==> src/config_word_consts.vh <==
`ifndef CONFIG_WORD_CONSTS_VH
`define CONFIG_WORD_CONSTS_VH

// ****************************************
// Timing
// ****************************************
// 18 ms and 1.125 ms at a 10 ns clock
`define DELAY_LONG_CYCLES  21'h1b7740
`define DELAY_SHORT_CYCLES 21'h01b774
`define WATCHDOG_LAST_TICK 8'hff

// ****************************************
// Register offsets
// ****************************************
`define ADDR_CFG    12'h000
`define ADDR_CTRL   12'h004
`define ADDR_STATUS 12'h008
`define ADDR_CMD    12'h00c

// ****************************************
// Configuration word layout
// ****************************************
`define CFG_RESET       12'hfff
`define CFG_UNIMP_8PIN  12'hfc0
`define CFG_UNIMP_14PIN 12'hf80
`define FREQ_BIT_8PIN        4'h5
`define RSTPIN_BIT_8PIN      4'h4
`define PROTECT_BIT_8PIN     4'h3
`define WATCHDOG_EN_BIT_8PIN 4'h2
`define CTRL_RESET      1'b0

// ****************************************
// Normalised oscillator modes
// ****************************************
`define MODE_XTAL_LOW    3'h0
`define MODE_XTAL_STD    3'h1
`define MODE_XTAL_FAST   3'h2
`define MODE_EXT_CLOCK   3'h3
`define MODE_INT_OSC     3'h4
`define MODE_INT_OSC_OUT 3'h5
`define MODE_EXT_RC      3'h6
`define MODE_EXT_RC_OUT  3'h7

`endif

==> src/config_word_clock_reset_select.v <==
`include "config_word_consts.vh"

module config_word_clock_reset_select #(
  parameter [20:0] LONG_DELAY_CYCLES  = `DELAY_LONG_CYCLES,
  parameter [20:0] SHORT_DELAY_CYCLES = `DELAY_SHORT_CYCLES
) (
  // Clock and reset
  input  wire        clk,
  input  wire        rst_n,
  // APB slave
  input  wire        psel,
  input  wire        penable,
  input  wire        pwrite,
  input  wire [11:0] paddr,
  input  wire [31:0] pwdata,
  output reg  [31:0] prdata,
  output wire        pready,
  output wire        pslverr,
  // Pins and core events
  input  wire        resetPinInput_n,
  input  wire        pinChange,
  input  wire        watchdogOscTick,
  input  wire        sleepRequest,
  input  wire        watchdogClear,
  // Decoded configuration
  output reg  [2:0]  oscMode,
  output reg         internalOscFreq8M,
  output reg         clockOutputEnable,
  output reg         secondaryPinIo,
  output reg         sharedPinIo,
  output reg         codeProtectOn,
  output reg         watchdogEnabled,
  // Device state
  output reg         deviceReset,
  output reg         delayActive,
  output reg         sleeping
);

  // ****************************************
  // States
  // ****************************************
  localparam [3:0] ST_HOLD  = 4'h1;
  localparam [3:0] ST_DELAY = 4'h2;
  localparam [3:0] ST_RUN   = 4'h4;
  localparam [3:0] ST_SLEEP = 4'h8;

  // ****************************************
  // Decoding functions
  // ****************************************
  // Both layouts mapped to one mode code
  function [2:0] decodeMode;
    input        variant14;
    input [11:0] word;
    begin
      if (variant14) begin
        decodeMode = word[2:0];
      end else begin
        case (word[1:0])
          2'h0:    decodeMode = `MODE_XTAL_LOW;
          2'h1:    decodeMode = `MODE_XTAL_STD;
          2'h2:    decodeMode = `MODE_INT_OSC;
          default: decodeMode = `MODE_EXT_RC;
        endcase
      end
    end
  endfunction

  // Field bit at its 8-pin position, one higher on 14-pin
  function fieldBit;
    input        variant14;
    input [11:0] word;
    input [3:0]  pos8;
    begin
      fieldBit = variant14 ? word[pos8 + 4'h1] : word[pos8];
    end
  endfunction

  function isCrystal;
    input [2:0] mode;
    begin
      isCrystal = (mode == `MODE_XTAL_LOW) || (mode == `MODE_XTAL_STD) ||
                  (mode == `MODE_XTAL_FAST);
    end
  endfunction

  // ****************************************
  // Registers
  // ****************************************
  reg  [11:0] cfgImage_reg;
  reg         variant_reg;
  reg         activeVariant_reg;
  reg  [3:0]  state_reg;
  reg  [3:0]  state_next;
  reg  [20:0] delayCount_reg;
  reg  [20:0] delayCount_next;
  reg         powerUp_reg;
  reg         watchdogReset_reg;
  reg  [7:0]  watchdogCount_reg;

  // ****************************************
  // Bus decode
  // ****************************************
  wire        apbWrite  = psel & penable & pwrite;
  wire        apbSetup  = psel & ~penable;
  wire        hitCfg    = (paddr == `ADDR_CFG);
  wire        hitCtrl   = (paddr == `ADDR_CTRL);
  wire        hitStatus = (paddr == `ADDR_STATUS);
  wire        hitCmd    = (paddr == `ADDR_CMD);
  wire        addrHit   = hitCfg | hitCtrl | hitStatus | hitCmd;

  assign pready  = 1'b1;
  // Unmapped offsets answer with an error
  assign pslverr = psel & penable & ~addrHit;

  // Command bits act as one-cycle strobes
  wire        cmdWrite   = apbWrite & hitCmd;
  wire        sleepReq   = sleepRequest | (cmdWrite & pwdata[1]);
  wire        countClear = watchdogClear | (cmdWrite & pwdata[0]);

  wire [11:0] cfgReadback = cfgImage_reg |
                            (variant_reg ? `CFG_UNIMP_14PIN : `CFG_UNIMP_8PIN);

  wire [2:0]  imageMode = decodeMode(variant_reg, cfgImage_reg);

  wire        pinResetAct = ~sharedPinIo & ~resetPinInput_n;

  // ****************************************
  // Watchdog
  // ****************************************
  // counts own oscillator ticks
  wire watchdogRun     = watchdogEnabled & (state_reg[2] | state_reg[3]);
  wire watchdogExpired = watchdogRun & watchdogOscTick &
                         (watchdogCount_reg == `WATCHDOG_LAST_TICK);

  always @(posedge clk or negedge rst_n) begin
    if (!rst_n) begin
      watchdogCount_reg <= 8'h00;
    end else if (!watchdogRun || countClear || watchdogExpired) begin
      watchdogCount_reg <= 8'h00;
    end else if (watchdogOscTick) begin
      watchdogCount_reg <= watchdogCount_reg + 8'h01;
    end
  end

  // ****************************************
  // Reset and sleep sequencing
  // ****************************************
  always @* begin
    state_next      = state_reg;
    delayCount_next = delayCount_reg;
    case (state_reg)
      ST_HOLD: begin
        if (!pinResetAct) begin
          if (isCrystal(imageMode)) begin
            state_next      = ST_DELAY;
            delayCount_next = LONG_DELAY_CYCLES;
          end else if (powerUp_reg) begin
            state_next      = ST_DELAY;
            delayCount_next = SHORT_DELAY_CYCLES;
          end else begin
            state_next = ST_RUN;
          end
        end
      end
      ST_DELAY: begin
        if (pinResetAct) begin
          state_next = ST_HOLD;
        end else if (delayCount_reg <= 21'h000001) begin
          state_next      = ST_RUN;
          delayCount_next = 21'h000000;
        end else begin
          delayCount_next = delayCount_reg - 21'h000001;
        end
      end
      ST_RUN: begin
        if (pinResetAct || watchdogExpired) begin
          state_next = ST_HOLD;
        end else if (sleepReq) begin
          state_next = ST_SLEEP;
        end
      end
      ST_SLEEP: begin
        if (pinResetAct) begin
          state_next = ST_HOLD;
        end else if (pinChange || watchdogExpired) begin
          state_next = ST_RUN;
        end
      end
      default: begin
        state_next = ST_HOLD;
      end
    endcase
  end

  always @(posedge clk or negedge rst_n) begin
    if (!rst_n) begin
      state_reg      <= ST_HOLD;
      delayCount_reg <= 21'h000000;
      powerUp_reg    <= 1'b1;
      watchdogReset_reg <= 1'b0;
      deviceReset    <= 1'b1;
      delayActive    <= 1'b0;
      sleeping       <= 1'b0;
    end else begin
      state_reg      <= state_next;
      delayCount_reg <= delayCount_next;
      deviceReset    <= state_next[0] | state_next[1];
      delayActive    <= state_next[1];
      sleeping       <= state_next[3];
      if (state_reg[1] && state_next[2]) begin
        powerUp_reg <= 1'b0;
      end
      if (state_reg[2] && watchdogExpired && !pinResetAct) begin
        watchdogReset_reg <= 1'b1;
      end else if (state_reg[2] && pinResetAct) begin
        watchdogReset_reg <= 1'b0;
      end
    end
  end

  // ****************************************
  // Configuration capture
  // ****************************************
  // sampled on leaving reset hold
  wire captureCfg = state_reg[0] & ~pinResetAct;

  always @(posedge clk or negedge rst_n) begin
    if (!rst_n) begin
      activeVariant_reg <= `CTRL_RESET;
      oscMode           <= `MODE_XTAL_LOW;
      internalOscFreq8M <= 1'b1;
      clockOutputEnable <= 1'b0;
      secondaryPinIo    <= 1'b0;
      sharedPinIo       <= 1'b0;
      codeProtectOn     <= 1'b0;
      watchdogEnabled   <= 1'b1;
    end else if (captureCfg) begin
      activeVariant_reg <= variant_reg;
      oscMode           <= imageMode;
      clockOutputEnable <= (imageMode == `MODE_INT_OSC_OUT) ||
                           (imageMode == `MODE_EXT_RC_OUT);
      secondaryPinIo    <= variant_reg &&
                           ((imageMode == `MODE_EXT_CLOCK) || (imageMode == `MODE_INT_OSC) ||
                            (imageMode == `MODE_EXT_RC));
      internalOscFreq8M <= fieldBit(variant_reg, cfgImage_reg, `FREQ_BIT_8PIN);
      sharedPinIo       <= ~fieldBit(variant_reg, cfgImage_reg, `RSTPIN_BIT_8PIN);
      codeProtectOn     <= ~fieldBit(variant_reg, cfgImage_reg, `PROTECT_BIT_8PIN);
      watchdogEnabled   <= fieldBit(variant_reg, cfgImage_reg, `WATCHDOG_EN_BIT_8PIN);
    end
  end

  // ****************************************
  // APB registers
  // ****************************************
  // twelve-bit image
  always @(posedge clk or negedge rst_n) begin
    if (!rst_n) begin
      cfgImage_reg <= `CFG_RESET;
      variant_reg  <= `CTRL_RESET;
    end else if (apbWrite) begin
      if (hitCfg) begin
        cfgImage_reg <= pwdata[11:0];
      end
      if (hitCtrl) begin
        variant_reg <= pwdata[0];
      end
    end
  end

  // Read data latched in setup phase
  always @(posedge clk or negedge rst_n) begin
    if (!rst_n) begin
      prdata <= 32'h00000000;
    end else if (apbSetup && !pwrite) begin
      if (hitCfg) begin
        prdata <= {20'h00000, cfgReadback};
      end else if (hitCtrl) begin
        prdata <= {30'h00000000, activeVariant_reg, variant_reg};
      end else if (hitStatus) begin
        prdata <= {18'h00000, watchdogReset_reg, powerUp_reg, sleeping,
                   delayActive, deviceReset, secondaryPinIo,
                   clockOutputEnable, watchdogEnabled, codeProtectOn,
                   sharedPinIo, internalOscFreq8M, oscMode};
      end else begin
        prdata <= 32'h00000000;
      end
    end
  end

endmodule

==> config.mk <==
export PLATFORM = sky130hd
export DESIGN_NAME = config_word_clock_reset_select
export DESIGN_NICKNAME = d
export VERILOG_FILES = /design/src/config_word_clock_reset_select.v
export VERILOG_INCLUDE_DIRS = /design/src
export SDC_FILE = /design/constraint.sdc
export NUM_CORES = 1
export LEC_CHECK = 0
export BUFFER_PORTS_ARGS = -buffer_cell sky130_fd_sc_hd__buf_2
export CORE_MARGIN = 4
export CORE_UTILIZATION = 53
export CTS_CLUSTER_SIZE = 10
export DETAILED_ROUTE_END_ITERATION = 16
export PLACE_DENSITY = 0.8
export SYNTH_ARGS = -nofsm -noshare
export SYNTH_HDL_FRONTEND = slang
export SYNTH_SLANG_ARGS = --single-unit
==> constraint.sdc <==
create_clock -name clk -period 2.5 [get_ports clk]
set_input_delay 0.5 -clock clk [delete_from_list [all_inputs] [get_ports clk]]
set_output_delay 0.5 -clock clk [all_outputs]
set_load 0.01 [all_outputs]
==> results of run 1 <==
[cell usage after synthesis, types with 3 or more instances]
cell type,instances
nand3_1,8
mux2i_1,8
inv_1,13
ha_1,3
and4_1,4
nand4_1,5
nand2_1,43
xor2_1,3
mux2_1,7
and3_1,3
nor4b_2,3
dfrtp_1,56
nor3_1,10
a22oi_1,3
clkbuf_1,9
a31oi_1,5
o21ai_1,8
nor2_1,48
a221oi_1,5
o21ai_0,19
mux2_2,3
or4_1,3
buf_4,21
xnor2_1,4
nand2b_1,6
buf_2,4
and2_1,3
dfstp_2,12
o21a_1,5
a21oi_1,30
a21o_1,4
o22a_1,6
[worst reg2reg max path: stages (launching register included)]
cell and delay [ns]:
dfrtp_1 0.52, or4b_4 0.62, nor2_4 0.28, o21ai_1 0.21
nor4_1 0.23, o22a_1 0.19
[area by class of cell]
class                           count  share of cell area [%]
Timing Repair Buffer               68                    8.51
Inverter                           13                    1.11
Sequential cell                    68                    39.2
Clock inverter                      6                    1.46
Clock buffer                       10                    3.14
Tap cell                           96                    2.74
Multi-Input combinational cell    310                    43.9
[routing by layer]
| metal | GRT usage [%] | part of all wire [%] | wire [µm] |
|---|---|---|---|
| met1 | 27.1 | 42 | 3740 |
| met2 | 36.8 | 49 | 4320 |
| met3 | 3.62 | 6.0 | 527 |
| met4 | 9.65 | 2.6 | 231 |
| met5 | 0 | 0 | 0 |
[kinds of logic after synthesis]
group           count (synthesis)
flops                          68
compound gates                106
fa+ha+maj                       3
other cells                     2
mux                            18
simple gates                  157
xor+xnor                        7
buf+inv                        47
[stage by stage]
stage / std cells / utilization [%] / setup slack [ns] / area, µm² / power, mW
finish: 571 / 63.4 / 0.386 / 4380 / 3.64
CTS: 571 / 63.4 / 0.394 / 4380 / 3.64
global route: 571 / 63.4 / 0.276 / 4380 / 3.87
global placement: 555 / 60.5 / 0.358 / 4180 / 2.67
floorplan: 425 / - / 0.565 / 3900 / 2.32
detailed placement: 555 / 60.5 / 0.322 / 4180 / 2.71
[how the worst min path moves through the flow]
stage / to / slack, ns / cells past startpoint
finish: prdata[0] / 0.18 / 2
global route: prdata[0] / 0.21 / 2
CTS: prdata[0] / 0.18 / 2
detailed placement: prdata[12] / 0.45 / 2
global placement: prdata[12] / 0.45 / 2
floorplan: activeVariant_reg / 0.20 / 0
[where the power goes]
| part | leakage, nW | switching [mW] | internal, mW | total [mW] |
|---|---|---|---|---|
| Sequential | 0.809 | 0.193 | 1.26 | 1.46 |
| Combinational | 1.05 | 0.761 | 0.510 | 1.27 |
| Clock | 0.0983 | 0.424 | 0.485 | 0.910 |
==> key figures, run 1 <==
Worst setup path
  • Critical path endpoint category: flip-flop
  • Largest stage delay, worst path: 0.62 ns
  • Crit path depth: 5
  • Worst flop-to-flop path startpoint: state_reg[2]
  • Worst Setup SP: state_reg[2]
  • Reg-to-reg endpoint: delayCount_reg[11]
  • Crit path capture: delayCount_reg[11]
  • Crit path cell chain: or4b_4, nor2_4, o21ai_1, nor4_1, o22a_1
  • CP required: 2.78 ns
  • CP delay by family, top: simple AND/OR/NAND/NOR gates
  • WS Path Type: flip-flop to flip-flop
  • R2R Setup Slk: 0.39 ns
  • CP max stage cell: or4b_4
  • Worst path bufs/invs: 0
  • CP arrival: 2.40 ns
  • Startpoint types: flip-flop
  • Peak fanout along the critical path: 13
  • R2R depth: 5

Die
  • Chip Height: 93.1 µm
  • Core Area: 6910 µm²
  • Die area: 8660 µm²
  • Starting Density: 55.5%
  • # IOs: 100
  • Cell Rows: 30
  • Die outline width: 93.1 µm

STA
  • Period utilisation layout: 84.6%
  • Slew @ Worst Pin: 0.896 ns
  • Fmax: 0.473 GHz
  • Slew HR: 39.7%
  • Setup Skew: 0.00954 ns
  • Minimum clock period: 2.11 ns
  • Hold slack final: 0.176 ns
  • Setup TNS: 0 ns
  • Fin. max-slew vios: 0
  • Final Hold Viols: 0
  • Final setup fails: 0
  • Unrepaired setup endpoints after global routing: false

Synthesis
  • Synth Area in Compound Gates: 17.7%
  • Synth cell types: 66
  • Simple logic cell fraction of the synthesized area: 22.9%
  • Post-synth EDFFs: 0
  • Sequential share of the synthesized area: 44.8%
  • Cell taking the most area after synthesis: dfrtp_1
  • Average size of a mapped cell: 9.40 µm²
  • Syn. warnings: 0
  • Mapped Area: 3830 µm²
  • Post-Synth Adder-Cell Area: 0.979%
  • Top FF cell, synth: dfrtp_1
  • Ys async rst share: 100%
  • Cells after Synth: 408
  • Multiplexer area fraction after synthesis: 5.02%
  • Area contributors post-synth: dfrtp_1 (37%), dfstp_2 (8.2%), nor2_1 (4.7%)
  • Post-synthesis xor/xnor area fraction: 1.60%
  • Register bit total from synthesis: 68
  • Largest family of logic cells by synthesized area: simple AND/OR/NAND/NOR gates
  • Area share of the largest cell type after synthesis: 36.5%

Final layout
  • Most frequent cells in the layout: dfrtp_1 (56), buf_2 (55), nor2_1 (48)
  • Multi-input logic area: 1920 µm²
  • Reg area: 1720 µm²
  • Commonest non-fill, non-tap cell in the layout: dfrtp_1
  • # fillers: 588
  • Layout cells sized above 1: 25.3%
  • Ant diodes: 0
  • Fin nets: 527
  • Max reg flops: 21
  • Area Growth Syn to Fin: 14.3%

Status
  • Status: finished, final reports clean

Global routing
  • Pin count of the biggest net entering global routing: 36
  • Grt total ovfl: 0
  • Vias in the first global route: 3142
  • Initial antenna violation count: 0
  • Gr usage total: 21.7%
  • First-pass GRT wire length: 15100 µm

Routing
  • 1st-pass router iterations: 5
  • DR WL/cell: 15.4 µm
  • Initial DRC Count: 170
  • DRT antenna net count: 0
  • Drc violations: 0
  • Final WL: 8820 µm
  • Routed vias/inst: 5.73
  • Total number of vias: 3273

Clock tree
  • Sink Count: 68
  • Clock tree buffer depth: 2
  • Post-CTS Repair Setup Buffers: 0
  • Clock root buffer: clkbuf_8
  • CTS tree: yes
  • Post-CTS Hold Buffers: 0
  • Number of H-tree levels: 3
  • Clock Latency Late Sink: 0.35 ns
  • Resize count post-CTS: 0
  • CTS clk-pin slew, worst paths: 0.08 ns
  • CTS buffer count: 9

Power and ir drop
  • P_leak: 1.96 nW
  • Peak supply drop: 0.357 mV
  • PD cells: 830 nW/µm²

Placed design
  • RD Place Congestion: 0.852
  • Final HPWL DP: 6500 µm
  • Port bufs: 55

Min path
  • Worst Hold Class: input pin to async pin

Job
  • Max cap viols: 0
No activity file was read; power rests on OpenSTA's default activity.
==> run 2: changes to the inputs <==
--- a/config.mk
+++ b/config.mk
@@ -6,9 +6,10 @@
 export SDC_FILE = /design/constraint.sdc
 export NUM_CORES = 1
 export LEC_CHECK = 0
+export ABC_AREA = 1
 export BUFFER_PORTS_ARGS = -buffer_cell sky130_fd_sc_hd__buf_2
 export CORE_MARGIN = 4
-export CORE_UTILIZATION = 53
+export CORE_UTILIZATION = 54
 export CTS_CLUSTER_SIZE = 10
 export DETAILED_ROUTE_END_ITERATION = 16
 export PLACE_DENSITY = 0.8
==> constraint.sdc (replaced) <==
create_clock -name clk -period 2.1 [get_ports clk]
set_input_delay 0.42 -clock clk [delete_from_list [all_inputs] [get_ports clk]]
set_output_delay 0.42 -clock clk [all_outputs]
set_load 0.01 [all_outputs]
==> key figures, run 2 <==
Status
  • Status: finished, final reports clean (unchanged)

Placed design
  • Placed cell area: 4480 µm² (was 4180 µm²)
  • Place WS: 0.186 ns (was 0.322 ns)
  • Port bufs: 55 (unchanged)
  • RD Place Congestion: 0.925 (was 0.852)
  • Final HPWL DP: 7030 µm (was 6500 µm)

Final layout
  • Max reg flops: 21 (unchanged)
  • Fin nets: 690 (was 527)
  • # fillers: 673 (was 588)
  • Layout cells sized above 1: 19.1% (was 25.3%)
  • Reg area: 1720 µm² (unchanged)
  • Most frequent cells in the layout: nand2_1 (161), nor2_1 (80), inv_1 (66) (was dfrtp_1 (56), buf_2 (55), nor2_1 (48))
  • Post-route cell area: 4700 µm² (was 4380 µm²)
  • Commonest non-fill, non-tap cell in the layout: nand2_1 (was dfrtp_1)
  • Multi-input logic area: 2000 µm² (was 1920 µm²)
  • Area Growth Syn to Fin: 13.6% (was 14.3%)
  • Ant diodes: 0 (unchanged)

STA
  • Minimum clock period: 1.90 ns (was 2.11 ns)
  • Fin worst setup slack: 0.196 ns (was 0.386 ns)
  • Fin. max-slew vios: 0 (unchanged)
  • Period utilisation layout: 90.7% (was 84.6%)
  • Final Hold Viols: 0 (unchanged)
  • Slew @ Worst Pin: 0.982 ns (was 0.896 ns)
  • Final setup fails: 0 (unchanged)
  • Setup Skew: 0.0144 ns (was 0.00954 ns)
  • Hold slack final: 0.0670 ns (was 0.176 ns)
  • Unrepaired setup endpoints after global routing: false (unchanged)
  • Slew HR: 34.3% (was 39.7%)
  • Fmax: 0.525 GHz (was 0.473 GHz)
  • Setup TNS: 0 ns (unchanged)

Min path
  • Worst Hold Class: input pin to async pin (unchanged)

Routing
  • Routed vias/inst: 5.19 (was 5.73)
  • Initial DRC Count: 208 (was 170)
  • Drc violations: 0 (unchanged)
  • DRT antenna net count: 0 (unchanged)
  • DR WL/cell: 12.7 µm (was 15.4 µm)
  • 1st-pass router iterations: 5 (unchanged)
  • Final WL: 9380 µm (was 8820 µm)
  • Total number of vias: 3822 (was 3273)

Clock tree
  • CTS clk-pin slew, worst paths: 0.09 ns (was 0.08 ns)
  • CTS buffer count: 9 (unchanged)
  • Post-CTS Repair Setup Buffers: 0 (unchanged)
  • Post-CTS Hold Buffers: 0 (unchanged)
  • Clock tree buffer depth: 2 (unchanged)
  • Clock Latency Late Sink: 0.35 ns (about the same)
  • CTS tree: yes (unchanged)
  • Clock root buffer: clkbuf_8 (unchanged)
  • Resize count post-CTS: 0 (unchanged)
  • Number of H-tree levels: 3 (unchanged)
  • Sink Count: 68 (unchanged)

Synthesis
  • Syn. warnings: 0 (unchanged)
  • Cells after Synth: 569 (was 408)
  • Ys async rst share: 100% (unchanged)
  • Post-synth top cells: nand2_1 (161), nor2_1 (80), inv_1 (66) (was dfrtp_1 (56), nor2_1 (48), nand2_1 (43))
  • Synth cell types: 37 (was 66)
  • Most common cell in the netlist: nand2_1 (was dfrtp_1)
  • Average size of a mapped cell: 7.27 µm² (was 9.40 µm²)
  • Register bit total from synthesis: 68 (unchanged)
  • Sequential share of the synthesized area: 41.5% (was 44.8%)
  • Area share of the largest cell type after synthesis: 33.9% (was 36.5%)
  • Mapped Area: 4140 µm² (was 3830 µm²)
  • Area contributors post-synth: dfrtp_1 (34%), nand2_1 (15%), dfstp_2 (7.6%) (was dfrtp_1 (37%), dfstp_2 (8.2%), nor2_1 (4.7%))
  • Post-synth EDFFs: 0 (unchanged)
  • Top FF cell, synth: dfrtp_1 (unchanged)
  • Cell taking the most area after synthesis: dfrtp_1 (unchanged)

Die
  • Starting Density: 56.2% (was 55.5%)
  • Die area: 9130 µm² (was 8660 µm²)
  • Core Area: 7370 µm² (was 6910 µm²)
  • Die outline width: 95.6 µm (was 93.1 µm)
  • Cell Rows: 31 (was 30)
  • Chip Height: 95.6 µm (was 93.1 µm)
  • # IOs: 100 (unchanged)

Job
  • Max cap viols: 0 (unchanged)

Worst setup path
  • Worst flop-to-flop path startpoint: state_reg[0] (was state_reg[2])
  • CP required: 2.37 ns (was 2.78 ns)
  • R2R depth: 4 (was 5)
  • Reg-to-reg endpoint: clockOutputEnable (was delayCount_reg[11])
  • CP arrival: 2.17 ns (was 2.40 ns)
  • R2R Setup Slk: 0.20 ns (was 0.39 ns)
  • Startpoint types: flip-flop (unchanged)
  • Peak fanout along the critical path: 17 (was 13)
  • Critical path endpoint category: flip-flop (unchanged)
  • WS Path Type: flip-flop to flip-flop (unchanged)

Global routing
  • Grt total ovfl: 0 (unchanged)
  • First-pass GRT wire length: 15900 µm (was 15100 µm)
  • Pin count of the biggest net entering global routing: 69 (was 36)
  • Vias in the first global route: 3606 (was 3142)
  • Initial antenna violation count: 0 (unchanged)
  • Gr usage total: 21.7% (about the same)

Power and ir drop
  • P_leak: 2.50 nW (was 1.96 nW)
  • Peak supply drop: 0.359 mV (was 0.357 mV)
  • PD cells: 756 nW/µm² (was 830 nW/µm²)
==> run 2: cell count changes in the layout (fill, tap and decap cells not counted), sizes merged, moves of 10 or more <==
cell	previous run	this run
nand2	43	165
inv	13	76
a21oi	31	9
nor2	50	86
nand3	8	35
mux2	10	0
==> run 2: power breakdown <==
part           internal, mW  leakage [nW]  total, mW  switching [mW]
Combinational         0.268          1.56      0.783           0.515
Sequential             1.45         0.826       1.55          0.0989
Clock                 0.677         0.110       1.22           0.547
==> run 2: cells by family (layout without fill, tap and decap cells) <==
family	after synthesis	after routing	synth area share (%)
flops	68	68	41.5
simple gates	316	316	33.6
compound gates	67	67	9.89
buf+inv	102	154	11.6
fa+ha+maj	3	3	0.907
xor+xnor	11	11	2.33
other cells	2	19	0.181
==> run 2: cell type report <==
cell class / instances / area share (%)
multi-input combinational: 416 / 42.6
timing repair buffer: 64 / 7.56
inverter: 74 / 5.91
clock inverter: 7 / 2.10
sequential: 68 / 36.5
clock buffer: 9 / 2.64
tap: 99 / 2.64
==> run 2: critical path, cell delays in order, from the launching register on <==
cell     delay [ns]
dfstp_2        0.56
inv_1          0.10
nor2_1         0.77
nand2_1        0.23
o22ai_1        0.18
==> run 2: stage by stage <==
stage          instances  power (mW)  util (%)
2_1_floorplan        586        2.13         -
3_3_place_gp         721        2.32      60.8
3_5_place_dp         721        2.35      60.8
4_1_cts              737        3.57      63.8
5_1_grt              737        3.74      63.8
6_report             737        3.56      63.8
==> run 2: how the worst max path moves through the flow <==
stage                                from                end  slack (ns)  cells after the start
after floorplan                  paddr[7]            pslverr        0.38                      7
after global placement    resetPinInput_n     secondaryPinIo        0.23                      6
after detailed placement  resetPinInput_n  clockOutputEnable        0.19                      6
after CTS                    state_reg[0]  clockOutputEnable        0.22                      4
after global routing         state_reg[0]     secondaryPinIo        0.05                      4
final                        state_reg[0]  clockOutputEnable        0.20                      4
==> run 2: metal layers <==
metal	GRT usage [%]	up-vias	wire [µm]
met4	7.35	0	149
met3	3.00	15	551
met2	35.3	108	4370
met5	0	-	0
li1	-	1898	-
met1	29.9	1801	4310
==> run 3: changes to the inputs <==
--- a/config.mk
+++ b/config.mk
@@ -9,10 +9,12 @@
 export ABC_AREA = 1
 export BUFFER_PORTS_ARGS = -buffer_cell sky130_fd_sc_hd__buf_2
 export CORE_MARGIN = 4
-export CORE_UTILIZATION = 54
+export CORE_UTILIZATION = 58
 export CTS_CLUSTER_SIZE = 10
 export DETAILED_ROUTE_END_ITERATION = 16
-export PLACE_DENSITY = 0.8
+export MAX_ROUTING_LAYER = met4
+export PLACE_DENSITY = 0.86
 export SYNTH_ARGS = -nofsm -noshare
 export SYNTH_HDL_FRONTEND = slang
 export SYNTH_SLANG_ARGS = --single-unit
+export TNS_END_PERCENT = 10
==> constraint.sdc (replaced) <==
create_clock -name clk -period 2.3 [get_ports clk]
set_input_delay 0.46 -clock clk [delete_from_list [all_inputs] [get_ports clk]]
set_output_delay 0.46 -clock clk [all_outputs]
set_load 0.01 [all_outputs]
==> key figures, run 3 (synthesis gave the netlist of run 2 again) <==
Final layout
  • Layout cells sized above 1: 18.5% (was 19.1%)
  • Final non-filler cell total: 730 (was 737)
  • Commonest non-fill, non-tap cell in the layout: nand2_1 (unchanged)
  • Ant diodes: 0 (unchanged)
  • Area Growth Syn to Fin: 12.6% (was 13.6%)
  • Fin nets: 686 (was 690)
  • Most frequent cells in the layout: nand2_1 (161), nor2_1 (80), inv_1 (66) (unchanged)
  • Max reg flops: 21 (unchanged)
  • # fillers: 561 (was 673)

Power and ir drop
  • Tot Pwr: 3.21 mW (was 3.56 mW)
  • Clock power frac: 33.9% (was 34.4%)
  • Net switching power figure: 1.05 mW (was 1.16 mW)
  • PD cells: 689 nW/µm² (was 756 nW/µm²)
  • P_leak: 2.47 nW (was 2.50 nW)
  • Peak supply drop: 0.496 mV (was 0.359 mV)
  • Seq pwr share: 44.0% (was 43.5%)
  • Combinational fraction of design power: 22.1% (was 22.0%)
  • Internal power: 2.16 mW (was 2.39 mW)
  • Switching share of total power: 32.6% (was 32.7%)

Global routing
  • Grt total ovfl: 0 (unchanged)
  • Gr usage total: 25.5% (was 21.7%)
  • Pin count of the biggest net entering global routing: 69 (unchanged)
  • First-pass GRT wire length: 17300 µm (was 15900 µm)
  • Initial antenna violation count: 0 (unchanged)
  • Vias in the first global route: 3794 (was 3606)

Routing
  • DRT antenna net count: 0 (unchanged)
  • Drc violations: 0 (unchanged)
  • DR WL/cell: 13.7 µm (was 12.7 µm)
  • Initial DRC Count: 257 (was 208)
  • 1st-pass router iterations: 7 (was 5)
  • Routed vias/inst: 5.37 (was 5.19)
  • Total number of vias: 3920 (was 3822)
  • Final WL: 10000 µm (was 9380 µm)

Die
  • # IOs: 100 (unchanged)
  • Die area: 8550 µm² (was 9130 µm²)
  • Chip Height: 92.5 µm (was 95.6 µm)
  • Starting Density: 60.3% (was 56.2%)
  • Die outline width: 92.5 µm (was 95.6 µm)
  • Core Area: 6870 µm² (was 7370 µm²)
  • Cell Rows: 30 (was 31)

STA
  • Minimum clock period: 2.05 ns
  • Final Hold Viols: 0 (unchanged)
  • Final setup fails: 0 (unchanged)
  • Fin. max-slew vios: 0 (unchanged)
  • Slew @ Worst Pin: 0.979 ns (was 0.982 ns)
  • Setup TNS: 0 ns (unchanged)
  • Setup Skew: 0.0152 ns (was 0.0144 ns)
  • Period utilisation layout: 89.0%
  • Slew HR: 34.5% (was 34.3%)
  • Fin worst setup slack: 0.254 ns (was 0.196 ns)
  • Fmax: 0.489 GHz
  • Unrepaired setup endpoints after global routing: false (unchanged)

Placed design
  • Inst Count DP: 714 (was 721)
  • Final HPWL DP: 7260 µm (was 7030 µm)
  • Port bufs: 55 (unchanged)
  • RD Place Congestion: 0.927 (was 0.925)
  • Place WS: 0.261 ns (was 0.186 ns)

Clock tree
  • Clock root buffer: clkbuf_8 (unchanged)
  • CTS tree: yes (unchanged)
  • CTS buffer count: 9 (unchanged)
  • Post-CTS Repair Setup Buffers: 0 (unchanged)
  • Clock tree buffer depth: 2 (unchanged)
  • Resize count post-CTS: 0 (unchanged)
  • Clock Latency Late Sink: 0.35 ns (about the same)
  • CTS clk-pin slew, worst paths: 0.08 ns (was 0.09 ns)
  • Sink Count: 68 (unchanged)
  • Post-CTS Hold Buffers: 0 (unchanged)
  • Number of H-tree levels: 3 (unchanged)

Worst setup path
  • CP arrival: 1.59 ns (was 2.17 ns)
  • WS Path Type: input pin to primary output (was flip-flop to flip-flop)
  • Peak fanout along the critical path: 14 (was 17)
  • CP required: 1.84 ns (was 2.37 ns)
  • Critical path endpoint category: primary output (was flip-flop)
  • R2R Setup Slk: 0.40 ns (was 0.20 ns)
  • Startpoint types: input pin (was flip-flop)

Job
  • Max cap viols: 0 (unchanged)

Status
  • Status: finished, final reports clean (unchanged)

Min path
  • Worst Hold Class: input pin to async pin (unchanged)
==> run 3: cell types whose count changed in the layout (fill, tap and decap cells not counted), sizes merged <==
cell	delta
buf	-4
clkinvlp	+1
inv	-2
clkbuf	+1
==> run 3: power by group through the flow <==
stage,clock network [mW],logic (mW),registers (mW)
5_1_grt,1.15,0.803,1.42
2_1_floorplan,0,0.514,1.43
6_report,1.09,0.709,1.41
4_1_cts,1.10,0.705,1.41
3_5_place_dp,0,0.699,1.43
3_3_place_gp,0,0.674,1.43
==> run 3: cell type report <==
type                            instances  area (µm²)  area share [%]
Inverter                               74         278            5.96
Multi-Input combinational cell        416        2000            43.0
Clock buffer                           10         128            2.74
Timing Repair Buffer                   60         325            6.98
Tap cell                               96         120            2.58
Clock inverter                          6        88.8            1.91
Sequential cell                        68        1720            36.8
==> run 3: routing by layer <==
metal	global-route usage, %	routed length [µm]
met1	32.7	4330
met4	11.6	291
met3	4.06	665
met2	39.8	4740
met5	-	0
==> run 3: path summary, 6_finish.rpt <==
kind                         startpoint         endpoint  depth (start not counted)
min                               rst_n    codeProtectOn                          2
max                            paddr[7]          pslverr                          8
max reg2reg                state_reg[0]   secondaryPinIo                          4
max in group asynchronous         rst_n     state_reg[0]                          2
min in group clk              pwdata[6]  cfgImage_reg[6]                          3
min reg2reg                 powerUp_reg      powerUp_reg                          2
==> run 3: worst max-delay path, cell delays in order <==
cell,delay (ns)
buf_2,0.10
nor2_1,0.11
nand2_1,0.17
nor2_4,0.18
nand2_2,0.21
o31ai_1,0.13
nor3_1,0.07
buf_2,0.15
==> run 3: through the flow <==
stage	area (µm²)	util, %	hold WS, ns
3_5_place_dp	4440	64.7	0.438
4_1_cts	4660	67.9	0.135
6_report	4660	67.9	0.113
3_3_place_gp	4440	64.7	0.436
2_1_floorplan	4200	-	0.164
5_1_grt	4660	67.9	0.148
